<file path="src/pkg/hir_pkg.sv">
/*
 * shared constants for the hdlc interrupt-mask and receive-information bank:
 * register offsets, bit positions, sticky masks and reset values.
 * assumes an 8-bit parallel control port with byte offsets as printed.
 */
`default_nettype none

package hir_pkg;

   // ==========================================================
   // port widths
   localparam int unsigned HIR_ADDR_W = 8;   // control port address width
   localparam int unsigned HIR_DATA_W = 8;   // control port data width

   // ==========================================================
   // register offsets on the control port
   localparam logic [HIR_ADDR_W-1:0] HIR_OFS_STATUS = 8'h01;  // hdlc_status_flags
   localparam logic [HIR_ADDR_W-1:0] HIR_OFS_ENABLE = 8'h02;  // hdlc_interrupt_enable
   localparam logic [HIR_ADDR_W-1:0] HIR_OFS_RXINFO = 8'h03;  // hdlc_receive_info

   // ==========================================================
   // hdlc_status_flags / hdlc_interrupt_enable bit positions
   localparam int unsigned HIR_ST_BOC    = 7;  // boc_change_flag
   localparam int unsigned HIR_ST_PEND   = 6;  // rx_packet_end
   localparam int unsigned HIR_ST_PSTART = 5;  // rx_packet_start
   localparam int unsigned HIR_ST_RX_FIFO_HALF_FULL  = 4;  // rx_fifo_half_full
   localparam int unsigned HIR_ST_RNE    = 3;  // rx_fifo_not_empty
   localparam int unsigned HIR_ST_TX_FIFO_HALF_EMPTY  = 2;  // tx_fifo_half_empty
   localparam int unsigned HIR_ST_TNF    = 1;  // tx_fifo_not_full
   localparam int unsigned HIR_ST_TX_MESSAGE_END  = 0;  // tx_message_end

   // ==========================================================
   // hdlc_receive_info bit positions
   localparam int unsigned HIR_RI_ABT   = 7;  // rx_abort_seen
   localparam int unsigned HIR_RI_CRC   = 6;  // rx_crc_error
   localparam int unsigned HIR_RI_OVR   = 5;  // rx_overrun
   localparam int unsigned HIR_RI_VM    = 4;  // rx_valid_message
   localparam int unsigned HIR_RI_EMPTY = 3;  // rx_fifo_empty
   localparam int unsigned HIR_RI_POK   = 2;  // packet_good_tag
   localparam int unsigned HIR_RI_CLOSING_BYTE_TAG = 1;  // closing_byte_tag
   localparam int unsigned HIR_RI_OPENING_BYTE_TAG = 0;  // opening_byte_tag

   // ==========================================================
   // which bits latch (1) and which follow live inputs (0)
   localparam logic [HIR_DATA_W-1:0] HIR_STATUS_STICKY = 8'hE1;
   localparam logic [HIR_DATA_W-1:0] HIR_RXINFO_STICKY = 8'hF0;

   // ==========================================================
   // reset and idle values
   localparam logic [HIR_DATA_W-1:0] HIR_ENABLE_RST = 8'h00;  // all sources masked
   localparam logic [HIR_DATA_W-1:0] HIR_ZERO_BYTE  = 8'h00;  // unmapped read value

endpackage : hir_pkg

`default_nettype wire

</file>
<file path="src/verilog/hir_sticky_bank.sv">
/*
 * bank of status bits: selected bits latch their set pulses until a
 * clear strobe, the others pass their live level through.
 * assumes set inputs come from logic on core_clk.
 */
`default_nettype none

module hir_sticky_bank
   import hir_pkg::*;
#(
   parameter int unsigned              W      = HIR_DATA_W,  // bank width
   parameter logic [W-1:0]             STICKY = '0           // latched bits
) (
   input  wire logic         core_clk,  // system clock
   input  wire logic         rst,       // async reset, active high
   input  wire logic [W-1:0] set_vec,   // event pulses / live levels
   input  wire logic         clr,       // clear-on-read strobe
   output logic      [W-1:0] view       // register view
);

   // ==========================================================
   // latched state
   logic [W-1:0] flag_reg;   // sticky bits
   logic [W-1:0] flag_next;  // next sticky bits

   // set wins over clear so an event in the read cycle is kept
   always_comb begin
      flag_next = flag_reg;
      if (clr) begin
         flag_next = '0;
      end
      flag_next = STICKY & (flag_next | set_vec);
   end

   // register only
   always_ff @(posedge core_clk or posedge rst) begin
      if (rst) begin
         flag_reg <= '0;
      end else begin
         flag_reg <= flag_next;
      end
   end

   // live bits bypass the flops so they are never stale
   assign view = (flag_reg & STICKY) | (set_vec & ~STICKY);

   // ==========================================================
   // checks
   property p_bank_set_wins;
      @(posedge core_clk) disable iff (rst)
      (clr && |(set_vec & STICKY)) |=> ((flag_reg & $past(set_vec & STICKY)) == $past(set_vec & STICKY));
   endproperty
   a_bank_set_wins : assert property (p_bank_set_wins) else $error("sticky set lost to clear");

endmodule : hir_sticky_bank

`default_nettype wire

</file>
<file path="src/verilog/hir_irq_rxinfo.sv">
/*
 * hdlc interrupt mask, status flags and receive-information register.
 * assumes the parallel port front end delivers one-cycle read and write
 * strobes on core_clk, and that the hdlc engine, fifo and boc detector
 * deliver event pulses and levels on core_clk.
 */
`default_nettype none

module hir_irq_rxinfo
   import hir_pkg::*;
(
   input  wire logic                  core_clk,            // system clock
   input  wire logic                  rst,                 // async reset, active high
   // control port
   input  wire logic [HIR_ADDR_W-1:0] host_addr,           // register offset
   input  wire logic [HIR_DATA_W-1:0] host_wdata,          // write data
   input  wire logic                  host_wr,             // write strobe
   input  wire logic                  host_rd,             // read strobe
   output logic      [HIR_DATA_W-1:0] host_rdata,          // read data
   // hdlc engine events, one-cycle pulses
   input  wire logic                  boc_change_evt,      // boc detector change
   input  wire logic                  rx_start_evt,        // opening byte seen
   input  wire logic                  rx_valid_evt,        // checked good packet
   input  wire logic                  rx_abort_evt,        // seven or more ones
   input  wire logic                  rx_crc_err_evt,      // bad checksum
   input  wire logic                  rx_overrun_evt,      // write into full fifo
   input  wire logic                  tx_msg_end_evt,      // transmit message done
   // fifo levels
   input  wire logic                  rx_fifo_half_full,   // rx past halfway
   input  wire logic                  rx_fifo_not_empty,   // rx holds a byte
   input  wire logic                  tx_fifo_half_empty,  // tx below halfway
   input  wire logic                  tx_fifo_not_full,    // tx has room
   // tags of the byte at the rx fifo head
   input  wire logic                  head_first,          // first of message
   input  wire logic                  head_last,           // last of message
   input  wire logic                  head_good,           // message valid
   output logic                       hdlc_irq             // interrupt, active high
);

   // ==========================================================
   // address decode
   logic rd_status;  // read of hdlc_status_flags
   logic rd_rxinfo;  // read of hdlc_receive_info
   logic wr_enable;  // write of hdlc_interrupt_enable

   always_comb begin
      rd_status = host_rd && (host_addr == HIR_OFS_STATUS);
      rd_rxinfo = host_rd && (host_addr == HIR_OFS_RXINFO);
      wr_enable = host_wr && (host_addr == HIR_OFS_ENABLE);
   end

   // ==========================================================
   // status flag sources
   logic                  pkt_end_evt;  // any way a message can finish
   logic [HIR_DATA_W-1:0] status_set;   // pulses and live levels
   logic [HIR_DATA_W-1:0] status_view;  // hdlc_status_flags

   // aborts, crc faults and overruns all end the packet as well
   always_comb begin
      pkt_end_evt = rx_valid_evt | rx_crc_err_evt | rx_overrun_evt | rx_abort_evt;
      status_set               = HIR_ZERO_BYTE;
      status_set[HIR_ST_BOC]    = boc_change_evt;
      status_set[HIR_ST_PEND]   = pkt_end_evt;
      status_set[HIR_ST_PSTART] = rx_start_evt;
      status_set[HIR_ST_RX_FIFO_HALF_FULL]  = rx_fifo_half_full;
      status_set[HIR_ST_RNE]    = rx_fifo_not_empty;
      status_set[HIR_ST_TX_FIFO_HALF_EMPTY]  = tx_fifo_half_empty;
      status_set[HIR_ST_TNF]    = tx_fifo_not_full;
      status_set[HIR_ST_TX_MESSAGE_END]  = tx_msg_end_evt;
   end

   // event bits latch and drop on a read of the status register
   hir_sticky_bank #(
      .W      (HIR_DATA_W),
      .STICKY (HIR_STATUS_STICKY)
   ) u_status (
      .core_clk (core_clk),
      .rst      (rst),
      .set_vec  (status_set),
      .clr      (rd_status),
      .view     (status_view)
   );

   // ==========================================================
   // receive information sources
   logic                  head_valid;   // a byte is available at the head
   logic [HIR_DATA_W-1:0] rxinfo_set;   // pulses and live levels
   logic [HIR_DATA_W-1:0] rxinfo_view;  // hdlc_receive_info

   // tags only mean something while a byte sits at the head
   always_comb begin
      head_valid = rx_fifo_not_empty;
      rxinfo_set               = HIR_ZERO_BYTE;
      rxinfo_set[HIR_RI_ABT]   = rx_abort_evt;
      rxinfo_set[HIR_RI_CRC]   = rx_crc_err_evt;
      rxinfo_set[HIR_RI_OVR]   = rx_overrun_evt;
      rxinfo_set[HIR_RI_VM]    = rx_valid_evt;
      rxinfo_set[HIR_RI_EMPTY] = ~rx_fifo_not_empty;
      rxinfo_set[HIR_RI_POK]   = head_valid & head_last & head_good;
      rxinfo_set[HIR_RI_CLOSING_BYTE_TAG] = head_valid & head_last;
      rxinfo_set[HIR_RI_OPENING_BYTE_TAG] = head_valid & head_first;
   end

   // four fault/valid bits latch, the rest are live
   hir_sticky_bank #(
      .W      (HIR_DATA_W),
      .STICKY (HIR_RXINFO_STICKY)
   ) u_rxinfo (
      .core_clk (core_clk),
      .rst      (rst),
      .set_vec  (rxinfo_set),
      .clr      (rd_rxinfo),
      .view     (rxinfo_view)
   );

   // ==========================================================
   // mask, read data and interrupt
   logic [HIR_DATA_W-1:0] enable_reg;   // hdlc_interrupt_enable
   logic [HIR_DATA_W-1:0] enable_next;
   logic [HIR_DATA_W-1:0] rdata_reg;    // captured read data
   logic [HIR_DATA_W-1:0] rdata_next;
   logic                  irq_reg;      // registered interrupt
   logic                  irq_next;

   // next values; read data is the pre-clear view of the same cycle
   always_comb begin
      enable_next = enable_reg;
      if (wr_enable) begin
         enable_next = host_wdata;
      end
      rdata_next = rdata_reg;
      if (host_rd) begin
         unique case (host_addr)
            HIR_OFS_STATUS: begin
               rdata_next = status_view;
            end
            HIR_OFS_ENABLE: begin
               rdata_next = enable_reg;
            end
            HIR_OFS_RXINFO: begin
               rdata_next = rxinfo_view;
            end
            default: begin
               rdata_next = HIR_ZERO_BYTE;          // not held here
            end
         endcase
      end
      // 1 in a mask bit lets that source through
      irq_next = |(status_view & enable_reg);
   end

   // register only
   always_ff @(posedge core_clk or posedge rst) begin
      if (rst) begin
         enable_reg <= HIR_ENABLE_RST;
         rdata_reg  <= HIR_ZERO_BYTE;
         irq_reg    <= 1'b0;
      end else begin
         enable_reg <= enable_next;
         rdata_reg  <= rdata_next;
         irq_reg    <= irq_next;
      end
   end

   // outputs from flops; irq trails the flags by one cycle
   assign host_rdata = rdata_reg;
   assign hdlc_irq   = irq_reg;

   // ==========================================================
   // checks
   property p_status_clear;
      @(posedge core_clk) disable iff (rst)
      (rd_status && !(|(status_set & HIR_STATUS_STICKY))) |=> ((status_view & HIR_STATUS_STICKY) == HIR_ZERO_BYTE);
   endproperty
   a_status_clear : assert property (p_status_clear) else $error("status events not cleared");

   property p_mask_write;
      @(posedge core_clk) disable iff (rst)
      // mask of the cycle before, so a back-to-back write cannot skew the compare
      wr_enable |=> (enable_reg == $past(host_wdata))
         ##1 (hdlc_irq == |($past(status_view) & $past(enable_reg)));
   endproperty
   a_mask_write : assert property (p_mask_write) else $error("mask write not applied");

   property p_abort;
      @(posedge core_clk) disable iff (rst)
      rx_abort_evt |=> rxinfo_view[HIR_RI_ABT];
   endproperty
   a_abort : assert property (p_abort) else $error("abort flag not set");

   property p_crc;
      @(posedge core_clk) disable iff (rst)
      rx_crc_err_evt |=> rxinfo_view[HIR_RI_CRC] && status_view[HIR_ST_PEND];
   endproperty
   a_crc : assert property (p_crc) else $error("crc flag not set");

   property p_ovr;
      @(posedge core_clk) disable iff (rst)
      rx_overrun_evt |=> rxinfo_view[HIR_RI_OVR];
   endproperty
   a_ovr : assert property (p_ovr) else $error("overrun flag not set");

   property p_vm;
      @(posedge core_clk) disable iff (rst)
      rx_valid_evt |=> rxinfo_view[HIR_RI_VM];
   endproperty
   a_vm : assert property (p_vm) else $error("valid message flag not set");

   property p_pok_read;
      @(posedge core_clk) disable iff (rst)
      rd_rxinfo |=> host_rdata[HIR_RI_POK] == $past(rx_fifo_not_empty && head_last && head_good);
   endproperty
   a_pok_read : assert property (p_pok_read) else $error("packet good tag wrong");

   property p_closing_byte_tag_read;
      @(posedge core_clk) disable iff (rst)
      rd_rxinfo |=> host_rdata[HIR_RI_CLOSING_BYTE_TAG] == $past(rx_fifo_not_empty && head_last);
   endproperty
   a_closing_byte_tag_read : assert property (p_closing_byte_tag_read) else $error("closing tag wrong");

   property p_opening_byte_tag_read;
      @(posedge core_clk) disable iff (rst)
      rd_rxinfo |=> host_rdata[HIR_RI_OPENING_BYTE_TAG] == $past(rx_fifo_not_empty && head_first);
   endproperty
   a_opening_byte_tag_read : assert property (p_opening_byte_tag_read) else $error("opening tag wrong");

   property p_rxinfo_clear;
      @(posedge core_clk) disable iff (rst)
      (rd_rxinfo && !(|(rxinfo_set & HIR_RXINFO_STICKY))) |=> ((rxinfo_view & HIR_RXINFO_STICKY) == HIR_ZERO_BYTE);
   endproperty
   a_rxinfo_clear : assert property (p_rxinfo_clear) else $error("rx info not cleared");

   property p_pkt_end;
      @(posedge core_clk) disable iff (rst)
      (rx_valid_evt || rx_abort_evt || rx_overrun_evt) |=> status_view[HIR_ST_PEND];
   endproperty
   a_pkt_end : assert property (p_pkt_end) else $error("packet end not raised");

   property p_empty_read;
      @(posedge core_clk) disable iff (rst)
      rd_rxinfo |=> host_rdata[HIR_RI_EMPTY] == !$past(rx_fifo_not_empty);
   endproperty
   a_empty_read : assert property (p_empty_read) else $error("empty bit wrong");

   property p_irq;
      @(posedge core_clk) disable iff (rst)
      ##1 (hdlc_irq == |($past(status_view) & $past(enable_reg)));
   endproperty
   a_irq : assert property (p_irq) else $error("interrupt disagrees with flags");

   property p_boc;
      @(posedge core_clk) disable iff (rst)
      boc_change_evt |=> status_view[HIR_ST_BOC];
   endproperty
   a_boc : assert property (p_boc) else $error("boc change flag not set");

   property p_status_live;
      @(posedge core_clk) disable iff (rst)
      (status_view[HIR_ST_RX_FIFO_HALF_FULL] == rx_fifo_half_full) && (status_view[HIR_ST_RNE] == rx_fifo_not_empty)
         && (status_view[HIR_ST_TX_FIFO_HALF_EMPTY] == tx_fifo_half_empty) && (status_view[HIR_ST_TNF] == tx_fifo_not_full);
   endproperty
   a_status_live : assert property (p_status_live) else $error("live status bits stale");

   property p_rdata_hold;
      @(posedge core_clk) disable iff (rst)
      !host_rd |=> $stable(host_rdata);
   endproperty
   a_rdata_hold : assert property (p_rdata_hold) else $error("read data moved without a read");

   property p_enable_hold;
      @(posedge core_clk) disable iff (rst)
      !wr_enable |=> $stable(enable_reg);
   endproperty
   a_enable_hold : assert property (p_enable_hold) else $error("mask changed without a write");

   property p_unmapped_read;
      @(posedge core_clk) disable iff (rst)
      (host_rd && (host_addr != HIR_OFS_STATUS) && (host_addr != HIR_OFS_ENABLE) && (host_addr != HIR_OFS_RXINFO))
         |=> (host_rdata == HIR_ZERO_BYTE);
   endproperty
   a_unmapped_read : assert property (p_unmapped_read) else $error("unmapped read not zero");

   property p_empty_live;
      @(posedge core_clk) disable iff (rst)
      rxinfo_view[HIR_RI_EMPTY] == !rx_fifo_not_empty;
   endproperty
   a_empty_live : assert property (p_empty_live) else $error("empty bit not live");

   property p_tags_gated;
      @(posedge core_clk) disable iff (rst)
      !rx_fifo_not_empty |-> !(rxinfo_view[HIR_RI_POK] || rxinfo_view[HIR_RI_CLOSING_BYTE_TAG] || rxinfo_view[HIR_RI_OPENING_BYTE_TAG]);
   endproperty
   a_tags_gated : assert property (p_tags_gated) else $error("head tags shown with empty fifo");

   // main scenarios
   c_irq_raised   : cover property (@(posedge core_clk) disable iff (rst) $rose(hdlc_irq));
   c_mask_write   : cover property (@(posedge core_clk) disable iff (rst)
                                    wr_enable && (host_wdata != HIR_ENABLE_RST));
   c_read_clear   : cover property (@(posedge core_clk) disable iff (rst)
                                    rd_rxinfo && rxinfo_view[HIR_RI_ABT]);
   c_set_on_clear : cover property (@(posedge core_clk) disable iff (rst)
                                    rd_status && tx_msg_end_evt);
   c_good_close   : cover property (@(posedge core_clk) disable iff (rst)
                                    rd_rxinfo && head_last && head_good && rx_fifo_not_empty);

endmodule : hir_irq_rxinfo

`default_nettype wire

</file>
<file path="config.mk">
export PLATFORM = sky130hd
export DESIGN_NAME = hir_irq_rxinfo
export DESIGN_NICKNAME = d
export VERILOG_FILES = /design/src/pkg/hir_pkg.sv /design/src/verilog/hir_sticky_bank.sv /design/src/verilog/hir_irq_rxinfo.sv
export SDC_FILE = /design/constraint.sdc
export NUM_CORES = 1
export LEC_CHECK = 0
export BUFFER_PORTS_ARGS = -buffer_cell sky130_fd_sc_hd__buf_2
export CORE_ASPECT_RATIO = 1.1
export CORE_MARGIN = 2
export CORE_UTILIZATION = 25
export CTS_BUF_LIST = sky130_fd_sc_hd__clkbuf_16
export DETAILED_ROUTE_END_ITERATION = 8
export PLACE_DENSITY = 0.55
export SLEW_MARGIN = 20
export SYNTH_ARGS = -nofsm -noshare
export SYNTH_HDL_FRONTEND = slang
export SYNTH_HIERARCHICAL = 1
export SYNTH_SLANG_ARGS = --single-unit
</file>
<file path="constraint.sdc">
create_clock -name core_clk -period 1 [get_ports core_clk]
set_input_delay 0 -clock core_clk [delete_from_list [all_inputs] [get_ports core_clk]]
set_output_delay 0 -clock core_clk [all_outputs]
set_load 0.01 [all_outputs]
</file>
==> results.sh <==
export IMPL_switching_share_pct=22.15
export IMPL_syn_area_sq_um=1247
export IMPL_grt_pass1_vias=1120
export IMPL_dr_first_iter_drc_count=27
export IMPL_p_comb_share_pct=13.9
export IMPL_p_leak_nw=0.8820
export IMPL_yosys_warnings=6
export IMPL_globalRoute_totalOverflow=0
export IMPL_yosysUniqueCellTypes=21
export IMPL_synth_seq_cells=25
export IMPL_pwr_share_seq_pct=46.7
export IMPL_portBuffers=42
export IMPL_path_cells="mux2_4 -> a22oi_2 -> o22ai_1"
export IMPL_critPathKind="register to register"
export IMPL_grt_max_degree=18
export IMPL_drt_total_wl_mm=2.998
export IMPL_syn_num_nets=143
export IMPL_worst_pin_slew_ns=0.3225
export IMPL_whs_ns=0.006494
export IMPL_max_cap_violations=0
export IMPL_synth_seq_area_share_pct=50.15
export IMPL_peakVddDrop_v=0.0007189
export IMPL_firstDrtPassIters=4
export IMPL_place_inst=208
export IMPL_cp_slowest_stage_delay_ns=0.38
export IMPL_place_congestion=0.8316
export IMPL_hold_path_class="input port to register"
export IMPL_die_x_um=71.35
export IMPL_drv_slew=0
export IMPL_total_power_w=0.002259
export IMPL_drc=0
export IMPL_initial_core_util_pct=26.45
export IMPL_ys_flop_type="dfrtp_1"
export IMPL_drive_gt1_share_pct=50.57
export IMPL_fin_setup_tns_ns=0
export IMPL_path_clk_slew_ns=0.07
export IMPL_setup_violations=0
export IMPL_via_count=1044
export IMPL_rows=26
export IMPL_antenna_cells=0
export IMPL_core_area_sq_um=4717
export IMPL_power_switching_w=0.0005004
export IMPL_stdcell_count=232
export IMPL_slowest_stage="dfrtp_1"
export IMPL_ant_nets=0
export IMPL_fmax_mhz=1012
export IMPL_p_per_area_nw_per_um2=1205
export IMPL_cts_tree="built"
export IMPL_root_buffer="clkbuf_16"
export IMPL_critical_path_top_delay_family="flip-flops"
export IMPL_async_reset_ff_share_pct=100.0
export IMPL_grt_usage_pct=11.21
export IMPL_cts_buffer_depth=2
export IMPL_fin_crit_ns=0.9881
export IMPL_die_h_um=78.09
export IMPL_skew_ns=0.006976
export IMPL_hpwl_mm=2.410
export IMPL_die_area_sq_um=5571
export IMPL_grt_pass1_wl_mm=4.961
export IMPL_syn_area_per_cell_sq_um=11.44
export IMPL_synth_edf_count=0
export IMPL_internal_power_w=0.001759
export IMPL_syn_to_final_growth_pct=50.35
export IMPL_startpoint_type="register"
export IMPL_syn_inst=109
export IMPL_cts_made_buffers=3
export IMPL_crit_buf_inv=0
export IMPL_antenna_found_initial=0
export IMPL_wl_per_cell_um=12.92
export IMPL_worstPathArrival_ns=1.13
export IMPL_rrSetupSlack_ns=0.01
export IMPL_status="finished clean"
export IMPL_clkPwrFrac_pct=39.4
export IMPL_finalHoldViolCount=0
export IMPL_io_pins=43
export IMPL_h_tree_depth=1
export IMPL_worstSkewPairLatency_ns=0.26
export IMPL_cts_sinks=25
export IMPL_routed_via_density=4.500
export IMPL_endpoint_kind="register"
export IMPL_rsz0062_at_grt="true"
export IMPL_timing_slew_headroom_pct=78.34
export IMPL_worstPathMaxFanout=2
export IMPL_cp_required_ns=1.14
export IMPL_finalCritPeriodShare_pct=98.81
export IMPL_nets=211
## worst paths after layout
check,start,end,depth (start not counted)
worst max-delay path,u_status/flag_reg[7],host_rdata[7],3
worst min-delay path,tx_fifo_half_empty,hdlc_irq,3
worst max register to register,u_status/flag_reg[7],host_rdata[7],3
worst min register to register,host_rdata[6],host_rdata[6],2
max in group asynchronous,rst,host_rdata[7],4
min in group asynchronous,rst,u_status/flag_reg[7],3
## logic make-up after synthesis
| logic type | synth area share (%) |
|---|---|
| muxes | 14.44 |
| buffers and inverters | 10.73 |
| AOI/OAI and AO/OA | 16.75 |
| and+or+nand+nor | 7.924 |
| DFF | 50.15 |
## metal layers
layer	share of wire (%)	global-route usage (%)	routed length (um)	vias up
met5	0	0	0	-
met4	0	2.264	0	0
met3	4.4	2.182	132	0
met2	56	21.02	1673	23
met1	40	13.07	1192	500
li1	-	-	-	521
## final cells by class
cell class,count,area (sq um)
Fill cell,452,2841
Sequential cell,25,625.6
Multi-Input combinational cell,57,536.8
Timing Repair Buffer,75,504.2
Clock buffer,3,75.07
Tap cell,56,70.07
Inverter,15,56.30
Clock inverter,1,7.507
## stage by stage
stage,area (sq um),utilization [%],setup slack [ns]
floorplan,1249,-,0.03199
global placement,1548,32.81,-0.1821
detailed placement,1548,32.81,-0.2025
CTS,1842,39.05,0.005115
global route,1876,39.76,-0.04124
finish,1876,39.76,0.01194
## synth_stat cells (2+ instances only)
cell / count / share of area (%)
nand4_1: 2 / 1.0
o22ai_1: 8 / 4.0
nor2_1: 3 / 0.90
a21o_1: 8 / 4.8
a22oi_1: 12 / 7.2
inv_1: 13 / 3.9
mux2_2: 16 / 14
inv_2: 2 / 0.60
and2_1: 2 / 1.0
dfrtp_1: 25 / 50
buf_4: 8 / 4.8
## worst register-to-register path, cell delays in order (launching register included)
cell and delay [ns]:
dfrtp_1 0.38, mux2_4 0.28, a22oi_2 0.12, o22ai_1 0.08
## repair_timing
action                                 CTS  global route
hold buffers                            16             0
endpoints found under the hold margin   40             0
setup endpoints to repair                5             7
pin swaps                                0             4
resized for setup                        6             6
setup buffers                            3             1
## power groups by stage
stage	registers, W	logic, W	clock network, W
after floorplan	0.00107	0.000136	0
after global placement	0.00107	0.000244	0
after detailed placement	0.00107	0.000251	0
after CTS	0.00105	0.000309	0.000909
after global routing	0.00106	0.000346	0.000945
final	0.00105	0.000314	0.000891
## cell usage in the layout (no fill, tap or decap), types with 2 or more instances in the layout
cell type / Yosys / routed
buf_4: 8 / 17
dlygate4sd3_1: 0 / 16
mux2_2: 16 / 11
mux2_4: 0 / 5
inv_2: 2 / 2
buf_2: 1 / 41
nor2_1: 3 / 3
and2_1: 2 / 2
a22oi_2: 0 / 6
nand4_1: 2 / 2
dfrtp_1: 25 / 25
clkbuf_16: 0 / 3
inv_1: 13 / 13
a21o_1: 8 / 8
a22oi_1: 12 / 6
o22ai_1: 8 / 8
Power figures use the tool's default switching activity.
